$ cat config.mk
export PLATFORM = sky130hd
export DESIGN_NAME = pfwc_host
export DESIGN_NICKNAME = d
export VERILOG_FILES = /design/src/hw/pfwc_pkg.sv /design/src/hw/pfwc_bus_cycle.sv /design/src/hw/pfwc_host.sv
export SDC_FILE = /design/constraint.sdc
export NUM_CORES = 1
export LEC_CHECK = 0
export BUFFER_PORTS_ARGS = -buffer_cell sky130_fd_sc_hd__buf_2
export CAP_MARGIN = 15
export CELL_PAD_IN_SITES_DETAIL_PLACEMENT = 1
export CELL_PAD_IN_SITES_GLOBAL_PLACEMENT = 1
export CORE_MARGIN = 1.5
export CORE_UTILIZATION = 49
export CTS_CLUSTER_SIZE = 30
export DETAILED_ROUTE_END_ITERATION = 16
export PLACE_DENSITY = 0.94
export SYNTH_ARGS = -nofsm -noshare
export SYNTH_HDL_FRONTEND = slang
export SYNTH_SLANG_ARGS = --single-unit
$ cat constraint.sdc
create_clock -name clk -period 3.79 [get_ports clk]
set_clock_uncertainty 0.2 [all_clocks]
set_input_delay 0.5685 -clock clk [delete_from_list [all_inputs] [get_ports clk]]
set_output_delay 0.5685 -clock clk [all_outputs]
set_load 0.005 [all_outputs]
$ cat src/hw/pfwc_pkg.sv
// Package of constants and carrier types for the page flash write controller
package pfwc_pkg;
    // ---------------------------------------------------------------
    // Geometry
    // ---------------------------------------------------------------
    localparam int ADDR_W     = 16;
    localparam int DATA_W     = 16;
    localparam int PAGE_WORDS = 128;
    localparam int PAGE_LSB   = 7;
    // ---------------------------------------------------------------
    // Command words
    // ---------------------------------------------------------------
    localparam logic [15:0] CMD_ADDR_A   = 16'h5555;
    localparam logic [15:0] CMD_ADDR_B   = 16'h2aaa;
    localparam logic [15:0] CMD_DATA_1   = 16'h0aaa;
    localparam logic [15:0] CMD_DATA_2   = 16'h5555;
    localparam logic [15:0] CMD_PROTECT  = 16'ha0a0;
    localparam logic [15:0] CMD_SETUP    = 16'h8080;
    localparam logic [15:0] CMD_UNPROT   = 16'h2020;
    localparam logic [15:0] FILL_WORD    = 16'hffff;
    localparam logic [15:0] ID_MAKER_ADR = 16'h0000;
    localparam logic [15:0] ID_DEV_ADR   = 16'h0001;
    // ---------------------------------------------------------------
    // Timing at 200 MHz
    // ---------------------------------------------------------------
    localparam int CLK_PERIOD_PS   = 5000;
    localparam int PULSE_NS        = 70;
    localparam int PULSE_CYC       = (PULSE_NS * 1000 + CLK_PERIOD_PS - 1) / CLK_PERIOD_PS;
    localparam int RECOVER_NS      = 100;
    localparam int RECOVER_CYC     = (RECOVER_NS * 1000 + CLK_PERIOD_PS - 1) / CLK_PERIOD_PS;
    localparam int WINDOW_US       = 200;
    localparam int WINDOW_CYC      = (WINDOW_US * 1000000) / CLK_PERIOD_PS;
    localparam int POWERUP_MS      = 5;
    localparam int POWERUP_CYC     = (POWERUP_MS * 1000000) / CLK_PERIOD_PS * 1000;
    localparam int CNT_W           = 24;
    localparam logic [2:0] STEP_W  = 3'h4;
    // ---------------------------------------------------------------
    // Carriers
    // ---------------------------------------------------------------
    typedef enum logic [2:0] {
        PFWC_OP_READ    = 3'h0,
        PFWC_OP_PAGE    = 3'h1,
        PFWC_OP_PROTECT = 3'h2,
        PFWC_OP_UNPROT  = 3'h3,
        PFWC_OP_ERASE   = 3'h4,
        PFWC_OP_POLL    = 3'h5
    } pfwc_op_t;
    typedef struct packed {
        logic [15:0] addr;
        logic [15:0] data;
    } pfwc_word_t;
    typedef struct packed {
        logic        chipSelN;
        logic        outGateN;
        logic        writeStrobeN;
        logic [15:0] addressLines;
        logic [15:0] dataOut;
        logic        dataOe;
    } pfwc_pins_t;
endpackage

$ cat src/hw/pfwc_bus_cycle.sv
// One bus cycle on the flash pins: a timed write or read strobe
`timescale 1ns/1ps
module pfwc_bus_cycle (
    // Clock and reset
    input  wire logic               clk,
    input  wire logic               rst_n,
    // Request
    input  wire logic               start,
    input  wire logic               isWrite,
    input  wire pfwc_pkg::pfwc_word_t word,
    output logic                    busy,
    output logic                    done,
    // Sampled data lines, two flops back
    input  wire logic [15:0]        dataIn,
    output logic [15:0]             readData,
    // Pins
    output pfwc_pkg::pfwc_pins_t    pins
);
    typedef enum logic [2:0] {
        PFWC_C_IDLE   = 3'b001,
        PFWC_C_STROBE = 3'b010,
        PFWC_C_GAP    = 3'b100
    } pfwc_cyc_t;
    pfwc_cyc_t  state;
    logic [7:0] cnt;
    logic       wr;
    pfwc_pkg::pfwc_word_t held;
    wire strobeEnd = (state == PFWC_C_STROBE) && (cnt == 8'(pfwc_pkg::PULSE_CYC - 1));
    wire gapEnd    = (state == PFWC_C_GAP) && (cnt == 8'(pfwc_pkg::RECOVER_CYC - 1));
    always_ff @(posedge clk or negedge rst_n) begin
        if (!rst_n) begin
            state <= PFWC_C_IDLE;
            cnt   <= 8'h00;
            wr    <= 1'b0;
            held  <= '0;
        end else begin
            cnt <= (strobeEnd || gapEnd || state == PFWC_C_IDLE) ? 8'h00 : cnt + 8'h01;
            case (state)
                PFWC_C_IDLE: begin
                    if (start) begin
                        state <= PFWC_C_STROBE;
                        wr    <= isWrite;
                        held  <= word;
                    end
                end
                PFWC_C_STROBE: if (strobeEnd) state <= PFWC_C_GAP;
                PFWC_C_GAP: if (gapEnd) state <= PFWC_C_IDLE;
                default: state <= PFWC_C_IDLE;
            endcase
        end
    end
    // Read data captured at the strobe end
    always_ff @(posedge clk or negedge rst_n) begin
        if (!rst_n) readData <= 16'h0000;
        else if (strobeEnd && !wr) readData <= dataIn;
    end
    assign busy = (state != PFWC_C_IDLE);
    assign done = gapEnd;
    // Strobe 70 ns covers the glitch filter; output gate high during writes
    always_comb begin
        pins.chipSelN     = (state != PFWC_C_STROBE);
        pins.writeStrobeN = !((state == PFWC_C_STROBE) && wr);
        pins.outGateN     = !((state == PFWC_C_STROBE) && !wr);
        pins.addressLines = held.addr;
        pins.dataOut      = held.data;
        pins.dataOe       = wr && (state != PFWC_C_IDLE);
    end
endmodule // pfwc_bus_cycle

$ cat src/hw/pfwc_host.sv
// Host controller driving a page programmed flash through its pins
// How it works
// - Host loads all 128 words per page
// - Write uses select and strobe, gate high
// - Upper address bits fixed within page
// - Protected writes need three-word prefix
// - Enable prefix is three command writes
// - Disable needs six command writes
`timescale 1ns/1ps
module pfwc_host #(
    parameter int POWERUP_CYCLES = pfwc_pkg::POWERUP_CYC,
    parameter int WINDOW_CYCLES  = pfwc_pkg::WINDOW_CYC
) (
    // Clock and reset
    input  wire logic               clk,
    input  wire logic               rst_n,
    // User command port
    input  wire logic               cmdValid,
    output logic                    cmdReady,
    input  wire pfwc_pkg::pfwc_op_t cmdOp,
    input  wire logic [15:0]        cmdAddr,
    input  wire logic               pageProtected,
    // Page word feed, words in order 0..127
    input  wire logic [15:0]        pageData,
    output logic [6:0]              pageIndex,
    // Result
    output logic [15:0]             rdData,
    output logic                    rdValid,
    output logic                    opDone,
    output logic                    pollBusy,
    // Flash pins
    output logic                    chipSelN,
    output logic                    outGateN,
    output logic                    writeStrobeN,
    output logic [15:0]             addressLines,
    input  wire logic [15:0]        dataLinesIn,
    output logic [15:0]             dataLinesOut,
    output logic                    dataLinesOe
);
    // ---------------------------------------------------------------
    // Pin sync and power-up wait
    // ---------------------------------------------------------------
    logic [15:0] dqMeta;
    logic [15:0] dqSync;
    logic [23:0] pwrCnt;
    wire         pwrReady = (pwrCnt == 24'(POWERUP_CYCLES));
    always_ff @(posedge clk or negedge rst_n) begin
        if (!rst_n) begin
            dqMeta <= 16'h0000;
            dqSync <= 16'h0000;
            pwrCnt <= 24'h000000;
        end else begin
            dqMeta <= dataLinesIn;
            dqSync <= dqMeta;
            if (!pwrReady) pwrCnt <= pwrCnt + 24'h000001;
        end
    end
    // ---------------------------------------------------------------
    // Sequencer
    // ---------------------------------------------------------------
    typedef enum logic [5:0] {
        PFWC_IDLE  = 6'b000001,
        PFWC_CMD   = 6'b000010,
        PFWC_LOAD  = 6'b000100,
        PFWC_READ  = 6'b001000,
        PFWC_POLL  = 6'b010000,
        PFWC_WAIT  = 6'b100000
    } pfwc_state_t;
    pfwc_state_t state;
    pfwc_pkg::pfwc_op_t op;
    logic [2:0]  step;
    logic [7:0]  word;
    logic [8:0]  pageBase;
    logic        cycStart;
    logic        cycBusy;
    logic        cycDone;
    logic [15:0] cycData;
    logic [1:0]  lastToggle;
    logic [23:0] waitCnt;
    logic        pollSecond;
    logic [15:0] lastWord;
    // Command table: both protect and erase share the 5555/2aaa preamble
    logic [2:0]  seqLen;
    logic [15:0] seqAddr;
    logic [15:0] seqData;
    wire  [1:0]  stepMod = (step < 3'h3) ? step[1:0] : 2'(step - 3'h3);
    assign seqLen = (op == pfwc_pkg::PFWC_OP_PROTECT || op == pfwc_pkg::PFWC_OP_PAGE) ? 3'h3 : 3'h6;
    always_comb begin
        seqAddr = (stepMod == 2'h1) ? pfwc_pkg::CMD_ADDR_B : pfwc_pkg::CMD_ADDR_A;
        seqData = (stepMod == 2'h0) ? pfwc_pkg::CMD_DATA_1 : pfwc_pkg::CMD_DATA_2;
        if (stepMod == 2'h2) begin
            if (step == 3'h2 && seqLen == 3'h3) seqData = pfwc_pkg::CMD_PROTECT;
            else if (step == 3'h2) seqData = pfwc_pkg::CMD_SETUP;
            else seqData = (op == pfwc_pkg::PFWC_OP_UNPROT) ? pfwc_pkg::CMD_UNPROT : pfwc_pkg::CMD_DATA_1;
        end
    end
    wire cmdAccept = cmdValid && cmdReady;
    wire writeOp   = (cmdOp != pfwc_pkg::PFWC_OP_READ) && (cmdOp != pfwc_pkg::PFWC_OP_POLL);
    assign cmdReady = (state == PFWC_IDLE) && (pwrReady || !writeOp);
    wire [15:0] loadAddr = {pageBase, word[6:0]};
    assign pageIndex = word[6:0];
    // Erase sequence is five words in this design; sixth lies outside the known table
    wire seqDone = cycDone && (step == ((op == pfwc_pkg::PFWC_OP_ERASE) ? 3'h4 : seqLen - 3'h1));
    wire pageDone = cycDone && (word == 8'(pfwc_pkg::PAGE_WORDS - 1));
    // Toggle bits from the latched read; the live lines are already released at cycle end
    wire pollSettled = cycDone && pollSecond && ({cycData[14], cycData[6]} == lastToggle);
    wire waitEnd     = (state == PFWC_WAIT) && (waitCnt == 24'(WINDOW_CYCLES - 1));
    always_ff @(posedge clk or negedge rst_n) begin
        if (!rst_n) begin
            state      <= PFWC_IDLE;
            op         <= pfwc_pkg::PFWC_OP_READ;
            step       <= 3'h0;
            word       <= 8'h00;
            pageBase   <= 9'h000;
            lastToggle <= 2'h0;
            waitCnt    <= 24'h000000;
            pollSecond <= 1'b0;
            lastWord   <= 16'h0000;
        end else begin
            waitCnt <= (state == PFWC_WAIT) ? waitCnt + 24'h000001 : 24'h000000;
            case (state)
                PFWC_IDLE: begin
                    if (cmdAccept) begin
                        op         <= cmdOp;
                        step       <= 3'h0;
                        word       <= 8'h00;
                        pollSecond <= 1'b0;
                        pageBase   <= cmdAddr[15:pfwc_pkg::PAGE_LSB];
                        lastWord   <= cmdAddr;
                        if (cmdOp == pfwc_pkg::PFWC_OP_READ) state <= PFWC_READ;
                        else if (cmdOp == pfwc_pkg::PFWC_OP_POLL) state <= PFWC_POLL;
                        else if (cmdOp == pfwc_pkg::PFWC_OP_PAGE && !pageProtected) state <= PFWC_LOAD;
                        else state <= PFWC_CMD;
                    end
                end
                PFWC_CMD: begin
                    if (cycDone) step <= step + 3'h1;
                    if (seqDone) state <= (op == pfwc_pkg::PFWC_OP_PAGE) ? PFWC_LOAD : PFWC_WAIT;
                end
                PFWC_LOAD: begin
                    // Back-to-back loads keep well inside the word load window
                    if (cycDone) word <= word + 8'h01;
                    if (pageDone) begin
                        lastWord <= loadAddr;
                        state    <= PFWC_WAIT;
                    end
                end
                PFWC_READ: if (cycDone) state <= PFWC_IDLE;
                PFWC_POLL: begin
                    if (cycDone) begin
                        lastToggle <= {cycData[14], cycData[6]};
                        pollSecond <= 1'b1;
                    end
                    if (pollSettled) state <= PFWC_IDLE;
                end
                // Quiet bus for one load window, else the next op's writes join this burst
                PFWC_WAIT: if (waitEnd) state <= PFWC_IDLE;
                default: state <= PFWC_IDLE;
            endcase
        end
    end
    // ---------------------------------------------------------------
    // Bus cycle issue
    // ---------------------------------------------------------------
    wire inCycle = (state == PFWC_CMD) || (state == PFWC_LOAD) || (state == PFWC_READ) || (state == PFWC_POLL);
    wire lastLoad = pageDone || (cycDone && state == PFWC_LOAD && word == 8'(pfwc_pkg::PAGE_WORDS - 1));
    assign cycStart = inCycle && !cycBusy && !seqDone && !lastLoad && !pollSettled
                      && !(state == PFWC_READ && cycDone);
    pfwc_pkg::pfwc_word_t cycWord;
    always_comb begin
        cycWord.addr = lastWord;
        cycWord.data = 16'h0000;
        if (state == PFWC_CMD) begin
            cycWord.addr = seqAddr;
            cycWord.data = seqData;
        end else if (state == PFWC_LOAD) begin
            cycWord.addr = loadAddr;
            cycWord.data = pageData;
        end
    end
    pfwc_pkg::pfwc_pins_t pins;
    pfwc_bus_cycle uCycle (
        .clk      (clk),
        .rst_n    (rst_n),
        .start    (cycStart),
        .isWrite  ((state == PFWC_CMD) || (state == PFWC_LOAD)),
        .word     (cycWord),
        .busy     (cycBusy),
        .done     (cycDone),
        .dataIn   (dqSync),
        .readData (cycData),
        .pins     (pins)
    );
    assign chipSelN     = pins.chipSelN;
    assign outGateN     = pins.outGateN;
    assign writeStrobeN = pins.writeStrobeN;
    assign addressLines = pins.addressLines;
    assign dataLinesOut = pins.dataOut;
    assign dataLinesOe  = pins.dataOe;
    // ---------------------------------------------------------------
    // Results
    // ---------------------------------------------------------------
    always_ff @(posedge clk or negedge rst_n) begin
        if (!rst_n) begin
            rdData   <= 16'h0000;
            rdValid  <= 1'b0;
            opDone   <= 1'b0;
            pollBusy <= 1'b0;
        end else begin
            rdValid  <= (state == PFWC_READ) && cycDone;
            opDone   <= waitEnd || pollSettled || (state == PFWC_READ && cycDone);
            if (state == PFWC_READ && cycDone) rdData <= cycData;
            if (state == PFWC_POLL) pollBusy <= 1'b1;
            if (pollSettled || state == PFWC_IDLE) pollBusy <= 1'b0;
        end
    end
endmodule // pfwc_host

* Word level (Yosys, flattened, before mapping)
Index checks and enable logic that the tools add are counted.
Word-level totals: word-level logic and storage cells 174, output and inout port bits 63, input port bits 55, register bits after elaboration 207
Cells by class: multiplexer cells 42, eq/ne operators 41, add/subtract/negate cells 7, $lt $le $gt $ge 1, reductions and logical operators 61
Operators with widths (number):
- 16-bit 2-to-1 mux | 5
- 32-bit 2-to-1 mux | 2
- 24-bit by 1-bit adder with 24-bit output, second input constant | 2
- 6-bit 2-to-1 mux | 7
- 6-bit one-hot mux with 6 select lines | 1
- 16-bit one-hot mux with 2 select lines | 1
- 15-bit 2-to-1 mux | 2
- 24-bit by 16-bit equality test with 1-bit output, second input constant | 1
- 24-bit by 20-bit equality test with 1-bit output, second input constant | 1
- 1-bit logical AND | 24
- 24-bit 2-to-1 mux | 1
- 3-bit 2-to-1 mux | 8
- 8-bit 2-to-1 mux | 3
- 2-bit inequality test, second input constant | 11
- 8-bit by 1-bit adder with 8-bit output, second input constant | 2
- 8-bit one-hot mux with 2 select lines | 1
- 3-bit by 2-bit equality test with 1-bit output, second input constant | 5
- 3-bit AND reduction | 5
- 14-bit 2-to-1 mux | 1
- 1-bit logical OR | 11
- 1-bit logical NOT | 10
- 5-bit 2-to-1 mux | 2
- 3-bit by 1-bit equality test with 1-bit output, second input constant | 3
- 3-bit equality test, second input constant | 3
- 32 further kinds | 40

* Logic depth before layout (Yosys ltp)
Gate-level depths: netlist of the first run.
depth in word-level cells 14, mapped depth 8, mapped depth without buffers 7

* Modules after synthesis
From an unflattened synthesis of the first run, not the netlist that was laid out.
Unflattened totals: cell total of the unflattened synthesis 778, area total of the unflattened synthesis 9321.4 µm²
Modules (own cells, without submodules):
- pfwc_host | times used 1, area an instance 6820.3 µm², cells each 607, seq. area each 3679.8 µm²
- pfwc_bus_cycle | times used 1, area an instance 2501.1 µm², cells each 171, seq. area each 1502.7 µm²

* Worst setup path after synthesis of the first run
Ideal clock, no wire load.
kind reg-to-reg, from register pwrCnt[8], to register op[0], clock period less this slack 2.400 ns, setup slack 1.390 ns, path buffers 1, arrival 2.075 ns, required time 3.465 ns, stages on the path, launching flop included 7, setup time 0.125 ns, cells stage by stage dfrtp_1 or4b_4 nor3_1 a21oi_2 nor2_4 buf_4 mux2_2
On the way: longest elaborated chain between the ends 5
RTL lines:
- start, declared | line pfwc_host.sv:45 | logic [23:0] pwrCnt;
- start signal, assigned | line pfwc_host.sv:55 | if (!pwrReady) pwrCnt <= pwrCnt + 24'h000001;
- 24-bit by 20-bit equality test with 1-bit output | line pfwc_host.sv:46 | wire pwrReady = (pwrCnt == 24'(POWERUP_CYCLES));
- 1-bit logical OR | line pfwc_host.sv:99 | assign cmdReady = (state == PFWC_IDLE) && (pwrReady || !writeOp);
- 1-bit logical AND | line pfwc_host.sv:99
- 1-bit logical AND | line pfwc_host.sv:97 | wire cmdAccept = cmdValid && cmdReady;
- 2-bit AND reduction (no source line)
- end signal, assigned | line pfwc_host.sv:111 | op <= pfwc_pkg::PFWC_OP_READ;
- end signal, assigned | line pfwc_host.sv:124 | op <= cmdOp;
- end, declared | line pfwc_host.sv:70 | pfwc_pkg::pfwc_op_t op;
Every way passes these cells. A chain may end at the register's enable or synchronous reset.

* Final worst setup path of the first run
from register pwrCnt[0], to output port cmdReady
On the way: longest elaborated chain between the ends 3
RTL lines:
- 24-bit by 20-bit equality test with 1-bit output | line pfwc_host.sv:46
- 1-bit logical OR | line pfwc_host.sv:99
- 1-bit logical AND | line pfwc_host.sv:99
- end, declared | line pfwc_host.sv:19 | output logic cmdReady,
Every way passes these cells.

==> impl_metrics.tcl, run 1 <==
set metrics [dict create \
    core_area_mm2 0.0181 \
    clockBufferDepth 3 \
    worstSetupPathType "flip-flop to output pin" \
    violations "DRC" \
    p_total_mw 6.91 \
    syn_area_mm2 0.00907 \
    cp.arrival_ns 2.49 \
    syn-num-nets 864 \
    drt-initial-drc-count 402 \
    finalMaxSlewViolations 0 \
    numPortBuffers 117 \
    htree_levels 1 \
    drive_above_1_share 0.259 \
    nFillCells 1919 \
    clock-sinks 207 \
    areaGrowthSynthToFinish_pct 18.9 \
    yosys_warnings 0 \
    cp-start-kind "flip-flop" \
    cts_tree "done" \
    cp_max_fo 9 \
    cp.required_ns 3.02 \
    ys_ff_latch 207 \
    ys_seq_area_frac 0.571 \
    initial_core_util 0.502 \
    ios 118 \
    hold-path-cell-count 2 \
    final_cells 1179 \
    grt_max_degree 77 \
    clk_pin_slew_ns 0.06 \
    ant_nets 0 \
    firstDrtPassIters 12 \
    end_kind "output pin" \
    cts_resized 0 \
    p_leak_nw 4.79 \
    r2r-end "uCycle.pins[26]$_DFFE_PN0P_" \
    die-area_mm2 0.0193 \
    fp.dieH_um 139 \
    min_path_type "input port to flip-flop" \
    synth_edf_count 0 \
    fin_crit_ns 3.26 \
    outcome "finished, violations left" \
    synth_top_cell_area_share 0.566 \
    synth.avg_cell_area_um2 11.3 \
    drt-total-wl_mm 28.1 \
    overflow 0 \
    track_usage 0.296 \
    tightest_slew_ns 0.838 \
    placed_cells 1121 \
    async_flop_share 1.00 \
    viasPerCell 6.07 \
    hold_slack_ns 0.120 \
    grt_pass1_vias 7826 \
    wl_per_cell_um 23.8 \
    numCtsBuffers 23 \
    gp_congestion 0.807 \
    die_x_um 139 \
    final.setup.tns_ns 0 \
    yosysTopAreaCell "dfrtp_1" \
    hpwlAfterDp_mm 16.6 \
    r2r_start "state[4]$_DFFE_PN0P_" \
    peakVddDrop_v 0.000560 \
    antenna_found_initial 0 \
    yosys-top-cells-area "dfrtp_1 57%, mux2_2 6.1%, nor2_1 4.2%, a21oi_1 3.1%, xnor2_1 3.0%" \
    setup_viol 0 \
    synth_cell_types 71 \
    regArea_mm2 0.00518 \
    fin_util 0.596 \
    synth_most_common_cell "dfrtp_1" \
    crit_start "pwrCnt[0]$_DFFE_PN0P_" \
    multi_input_area_mm2 0.00362 \
    fin_crit_sh 0.861 \
    rsz0062_at_grt "no" \
    power_density_mw_per_mm2 641 \
    vias 7155 \
    root_buffer "clkbuf_16" \
    synth_common_cells "205 x dfrtp_1, 101 x nor2_1, 57 x a21oi_1, 49 x mux2_2, 34 x nand2_1" \
    fin_nets 997 \
    diodes 0 \
    maxSlewHeadroom 0.441 \
    clkLatencyLatePin_ns 0.52 \
    drc_errors 5 \
    regToRegSetupSlack_ns 0.80 \
    ff2ff_path_depth 6 \
    syn-instance-count 801 \
    grt_pass1_wl_mm 45.0 \
    crit_path_end "cmdReady" \
    placementRows 49 \
    max-cap-violations 0 \
    hold_violations 0 \
    synth_ff_type "dfrtp_1" \
    max_freq_ghz 0.307 \
]
-- flip-flops by register name, indices dropped and copies added, names as in the netlist --
signal	count
uCycle.cnt	8
step	3
pageBase	9
rdValid	1
dqSync	16
pollSecond	1
rdData	16
pwrCnt	24
waitCnt	24
uCycle.wr	1
lastWord	16
pollBusy	1
opDone	1
uCycle.pins	32
uCycle.readData	16
word	8
state	6
lastToggle	2
dqMeta	16
uCycle.state	3
op	3
-- critical path, cell delays in order, from the launching register on --
cell and delay (ns):
dfrtp_1 0.44, inv_1 0.08, ha_1 0.18, nor4bb_1 0.52, and3_1 0.34, a21oi_2 0.16
nor2_1 0.13, buf_2 0.13
-- layer usage --
layer,GRT usage,part of all wire,vias to the layer above
li1,-,-,3114
met1,0.359,0.38,3679
met2,0.532,0.52,286
met3,0.0418,0.054,76
met4,0.119,0.041,0
met5,0,0,-
-- layout make-up --
| cell class | count | share of cell area |
|---|---|---|
| flip-flops and latches | 207 | 0.481 |
| multi-input cells | 533 | 0.336 |
| repair buffers | 149 | 0.0825 |
| clock buffers | 35 | 0.0594 |
| well taps | 229 | 0.0266 |
| clock inverters | 6 | 0.00789 |
| inverters | 20 | 0.00696 |
-- repair_timing --
item                                   CTS  global route
setup endpoints to repair                0             0
buffers inserted                         0             0
hold buffers                            17             0
endpoints found under the hold margin   87             0
-- placed cells by master (no fill, tap or decap), types with 17 or more instances in the layout --
cell type,synthesis,layout
nand3_1,25,25
xor2_1,24,24
inv_1,20,20
dlygate4sd3_1,0,17
nor2_1,101,101
clkbuf_16,0,23
xnor2_1,31,31
mux2_2,49,49
dfrtp_1,205,205
nand2_1,34,34
buf_2,5,116
nor3_1,19,18
a21oi_1,57,57
-- stage by stage --
stage / area [um2] / setup WS, ns
after floorplan: 9070 / 1.39
after global placement: 9890 / 1.20
after detailed placement: 9890 / 1.07
after CTS: 10800 / 0.639
after global routing: 10800 / 0.375
final: 10800 / 0.528
-- power by group --
group          leakage, nW  total (mW)  internal [mW]  switching (mW)
Combinational         1.81        1.74          0.771           0.969
Sequential            2.63        2.94           2.60           0.336
Clock                0.346        2.23           1.30           0.926
Total                 4.79        6.91           4.68            2.23
-- worst min path at each step --
stage	startpoint	end	slack [ns]
after global placement	dqMeta[15]$_DFF_PN0_	dqSync[15]$_DFF_PN0_	0.13
final	cmdAddr[7]	pageBase[0]$_DFFE_PN0P_	0.12
after CTS	cmdAddr[10]	pageBase[3]$_DFFE_PN0P_	0.11
after detailed placement	dqMeta[4]$_DFF_PN0_	dqSync[4]$_DFF_PN0_	0.14
after floorplan	rst_n	dqMeta[0]$_DFF_PN0_	0.07
after global routing	cmdAddr[10]	pageBase[3]$_DFFE_PN0P_	0.13
-- cell families (layout without fill, tap and decap cells) --
family | Yosys count | after routing | synth area share
simple gates | 253 | 253 | 0.140
flops | 207 | 207 | 0.571
compound gates | 163 | 163 | 0.128
buf+inv | 61 | 210 | 0.0301
xor+xnor | 55 | 55 | 0.0531
mux | 54 | 54 | 0.0663
fa+ha+maj | 8 | 8 | 0.0110
(Power assumes the default switching activity.)
==> run 2, diff against run 1 <==
--- a/config.mk
+++ b/config.mk
@@ -5,15 +5,16 @@
 export SDC_FILE = /design/constraint.sdc
 export NUM_CORES = 1
 export LEC_CHECK = 0
+export ABC_AREA = 1
 export BUFFER_PORTS_ARGS = -buffer_cell sky130_fd_sc_hd__buf_2
 export CAP_MARGIN = 15
 export CELL_PAD_IN_SITES_DETAIL_PLACEMENT = 1
 export CELL_PAD_IN_SITES_GLOBAL_PLACEMENT = 1
 export CORE_MARGIN = 1.5
-export CORE_UTILIZATION = 49
+export CORE_UTILIZATION = 47
 export CTS_CLUSTER_SIZE = 30
 export DETAILED_ROUTE_END_ITERATION = 16
-export PLACE_DENSITY = 0.94
+export PLACE_DENSITY = 0.95
 export SYNTH_ARGS = -nofsm -noshare
 export SYNTH_HDL_FRONTEND = slang
 export SYNTH_SLANG_ARGS = --single-unit
==> run 2 against run 1 <==
  * The flow now finishes without violations
  * First-iteration DRC count increased by 18%
  * Clock-buffer cell count fell by 5
  * Sequential share of layout area decreased by 1.7 points
  * Critical endpoint is now lastWord[4]$_DFFE_PN0P_
  * Register-to-register slack about the same
  * Core utilization down 2.7 points
  * Hold slack got worse by 0.0021 ns
==> impl_metrics.tcl, run 2 <==
set metrics [dict create \
    core_area_mm2 0.0197 \
    cp.required_ns 3.97 \
    areaGrowthSynthToFinish_pct 18.0 \
    drive_above_1_share 0.172 \
    p_leak_nw 5.64 \
    fin_crit_sh 0.788 \
    antenna_found_initial 0 \
    seqPwrFrac 0.407 \
    r2r_start "pwrCnt[1]$_DFFE_PN0P_" \
    most-common-layout-cells "321 x nand2_1, 205 x dfrtp_1, 130 x nor2_1, 116 x buf_2, 92 x inv_1" \
    cp.arrival_ns 3.16 \
    p_int_mw 4.53 \
    post_cts.repair.setup_buffers 0 \
    worst_slack_ns 0.805 \
    synth_most_common_cell "nand2_1" \
    drt-total-wl_mm 27.2 \
    clkPwrFrac 0.317 \
    cts_tree "done" \
    overflow 0 \
    cp-start-kind "flip-flop" \
    firstDrtPassIters 5 \
    grt_max_degree 101 \
    outcome "completed" \
    root_buffer "clkbuf_16" \
    synth_common_cells "321 x nand2_1, 205 x dfrtp_1, 130 x nor2_1, 92 x inv_1, 73 x nand3_1" \
    die_x_um 145 \
    numPortBuffers 117 \
    grt_pass1_vias 8846 \
    fin_nets 1296 \
    syn_area_mm2 0.00948 \
    fin_crit_ns 2.99 \
    ys_ff_latch 207 \
    setup_viol 0 \
    dpl_worst_slack_ns 0.948 \
    swShare 0.357 \
    yosys_warnings 0 \
    grt_pass1_wl_mm 45.3 \
    max_freq_ghz 0.335 \
    min_path_type "input port to flip-flop" \
    yosys-top-cells-area "dfrtp_1 54%, nand2_1 13%, nor2_1 5.1%, nand3_1 3.9%, inv_1 3.6%" \
    hpwlAfterDp_mm 18.4 \
    regToRegSetupSlack_ns 0.80 \
    synth-compound-area-share 0.0690 \
    clk_pin_slew_ns 0.06 \
    gp_congestion 0.868 \
    synth.avg_cell_area_um2 8.61 \
    viasPerCell 5.32 \
    placementRows 51 \
    ios 118 \
    async_flop_share 1.00 \
    ys_seq_area_frac 0.547 \
    synth_edf_count 0 \
    htree_levels 1 \
    vias 8042 \
    synth_top_family_by_area "simple AND/OR/NAND/NOR gates" \
    tightest_slew_ns 1.08 \
    final.setup.tns_ns 0 \
    die-area_mm2 0.0210 \
    power_density_mw_per_mm2 629 \
    crit_start "pwrCnt[1]$_DFFE_PN0P_" \
    rsz0062_at_grt "no" \
    cp_max_fo 26 \
    hp-start "pageData[5]" \
    end_kind "flip-flop" \
    cts_resized 0 \
    clockBufferDepth 3 \
    synth_top_cell_area_share 0.541 \
    synth_cell_types 43 \
    syn-instance-count 1102 \
    final_common_cell "nand2_1" \
    track_usage 0.264 \
    synthXorXnorAreaFrac 0.0305 \
    crit_path_end "lastWord[4]$_DFFE_PN0P_" \
    dpl_cell_area_mm2 0.0103 \
    r2r-end "lastWord[4]$_DFFE_PN0P_" \
    ant_nets 0 \
    power.switching_mw 2.51 \
    worstSetupPathType "flip-flop to flip-flop" \
    comb_power_share 0.276 \
    syn-num-nets 1165 \
    cts_hold_buf 17 \
    hold_violations 0 \
    synth_ff_type "dfrtp_1" \
    clkLatencyLatePin_ns 0.51 \
    initial_core_util 0.482 \
    clock-sinks 207 \
    maxSlewHeadroom 0.280 \
    synth_fa_ha_area_frac 0.0106 \
    finalMaxSlewViolations 0 \
    largest_reg_flops 32 \
    diodes 0 \
    numCtsBuffers 23 \
    max-cap-violations 0 \
    fp.dieH_um 145 \
    drt-initial-drc-count 474 \
    fin_area_mm2 0.0112 \
    wl_per_cell_um 18.0 \
    drc_errors 0 \
    synth_simple_gate_area_frac 0.267 \
    muxShareOfSynthArea 0.0150 \
    peakVddDrop_v 0.000342 \
    ff2ff_path_depth 13 \
    yosysTopAreaCell "dfrtp_1" \
]
## run 2: kinds of logic (layout without fill, tap and decap cells)
logic type / after synthesis / in the layout
mux: 10 / 10
buf+inv: 136 / 282
simple gates: 591 / 591
flops: 207 / 207
xor+xnor: 33 / 33
compound gates: 117 / 117
fa+ha+maj: 8 / 8
## run 2: cell type report
cell class,instances,area (um2)
clock buffers,30,642
clock inverters,10,109
fillers,2383,8470
inverters,102,383
multi-input cells,759,3720
flip-flops and latches,207,5180
well taps,265,332
repair buffers,140,822
## run 2: worst max-delay path: stages (launching register included)
cell     delay (ns)
dfrtp_1        0.41
inv_1          0.10
ha_1           0.15
nand2_1        0.06
inv_1          0.06
nand2_1        0.05
nor2_1         0.14
nand3_2        0.17
nand2_2        0.14
nand3_4        0.25
nand2_2        0.48
nand2_2        0.34
nand2_1        0.19
nand2_1        0.09
## run 2: how the worst min path moves through the flow
stage                                            end  slack [ns]  cells past startpoint
final                     uCycle.pins[6]$_DFFE_PN0P_        0.12                      3
after global routing      uCycle.pins[6]$_DFFE_PN0P_        0.12                      3
after CTS                 uCycle.pins[6]$_DFFE_PN0P_        0.10                      3
after detailed placement        dqSync[12]$_DFF_PN0_        0.14                      0
after global placement          dqSync[11]$_DFF_PN0_        0.13                      0
after floorplan                  dqMeta[0]$_DFF_PN0_        0.07                      0
## run 2: per-stage QoR
step            util  instances  hold WS, ns  total power, mW
4_1_cts        0.569       1513        0.103             7.07
6_report       0.569       1513        0.118             7.04
2_1_floorplan      -       1102       0.0729             4.14
3_3_place_gp   0.522       1456        0.133             4.65
5_1_grt        0.569       1513        0.116             7.45
3_5_place_dp   0.522       1456        0.136             4.78
## run 2: metal layers
metal,share of wire,wire (um),up-vias,track usage
met5,0,0,-,0
met4,0.025,680,0,0.0768
met2,0.52,14300,188,0.487
met3,0.037,999,57,0.0390
li1,-,-,3776,-
met1,0.41,11200,4021,0.319
## run 2: power groups by stage
stage	combinational (mW)	sequential [mW]	clock, mW
floorplan	1.29	2.84	0
global placement	1.79	2.87	0
detailed placement	1.89	2.89	0
CTS	1.94	2.86	2.26
global route	2.17	2.91	2.36
finish	1.94	2.87	2.23
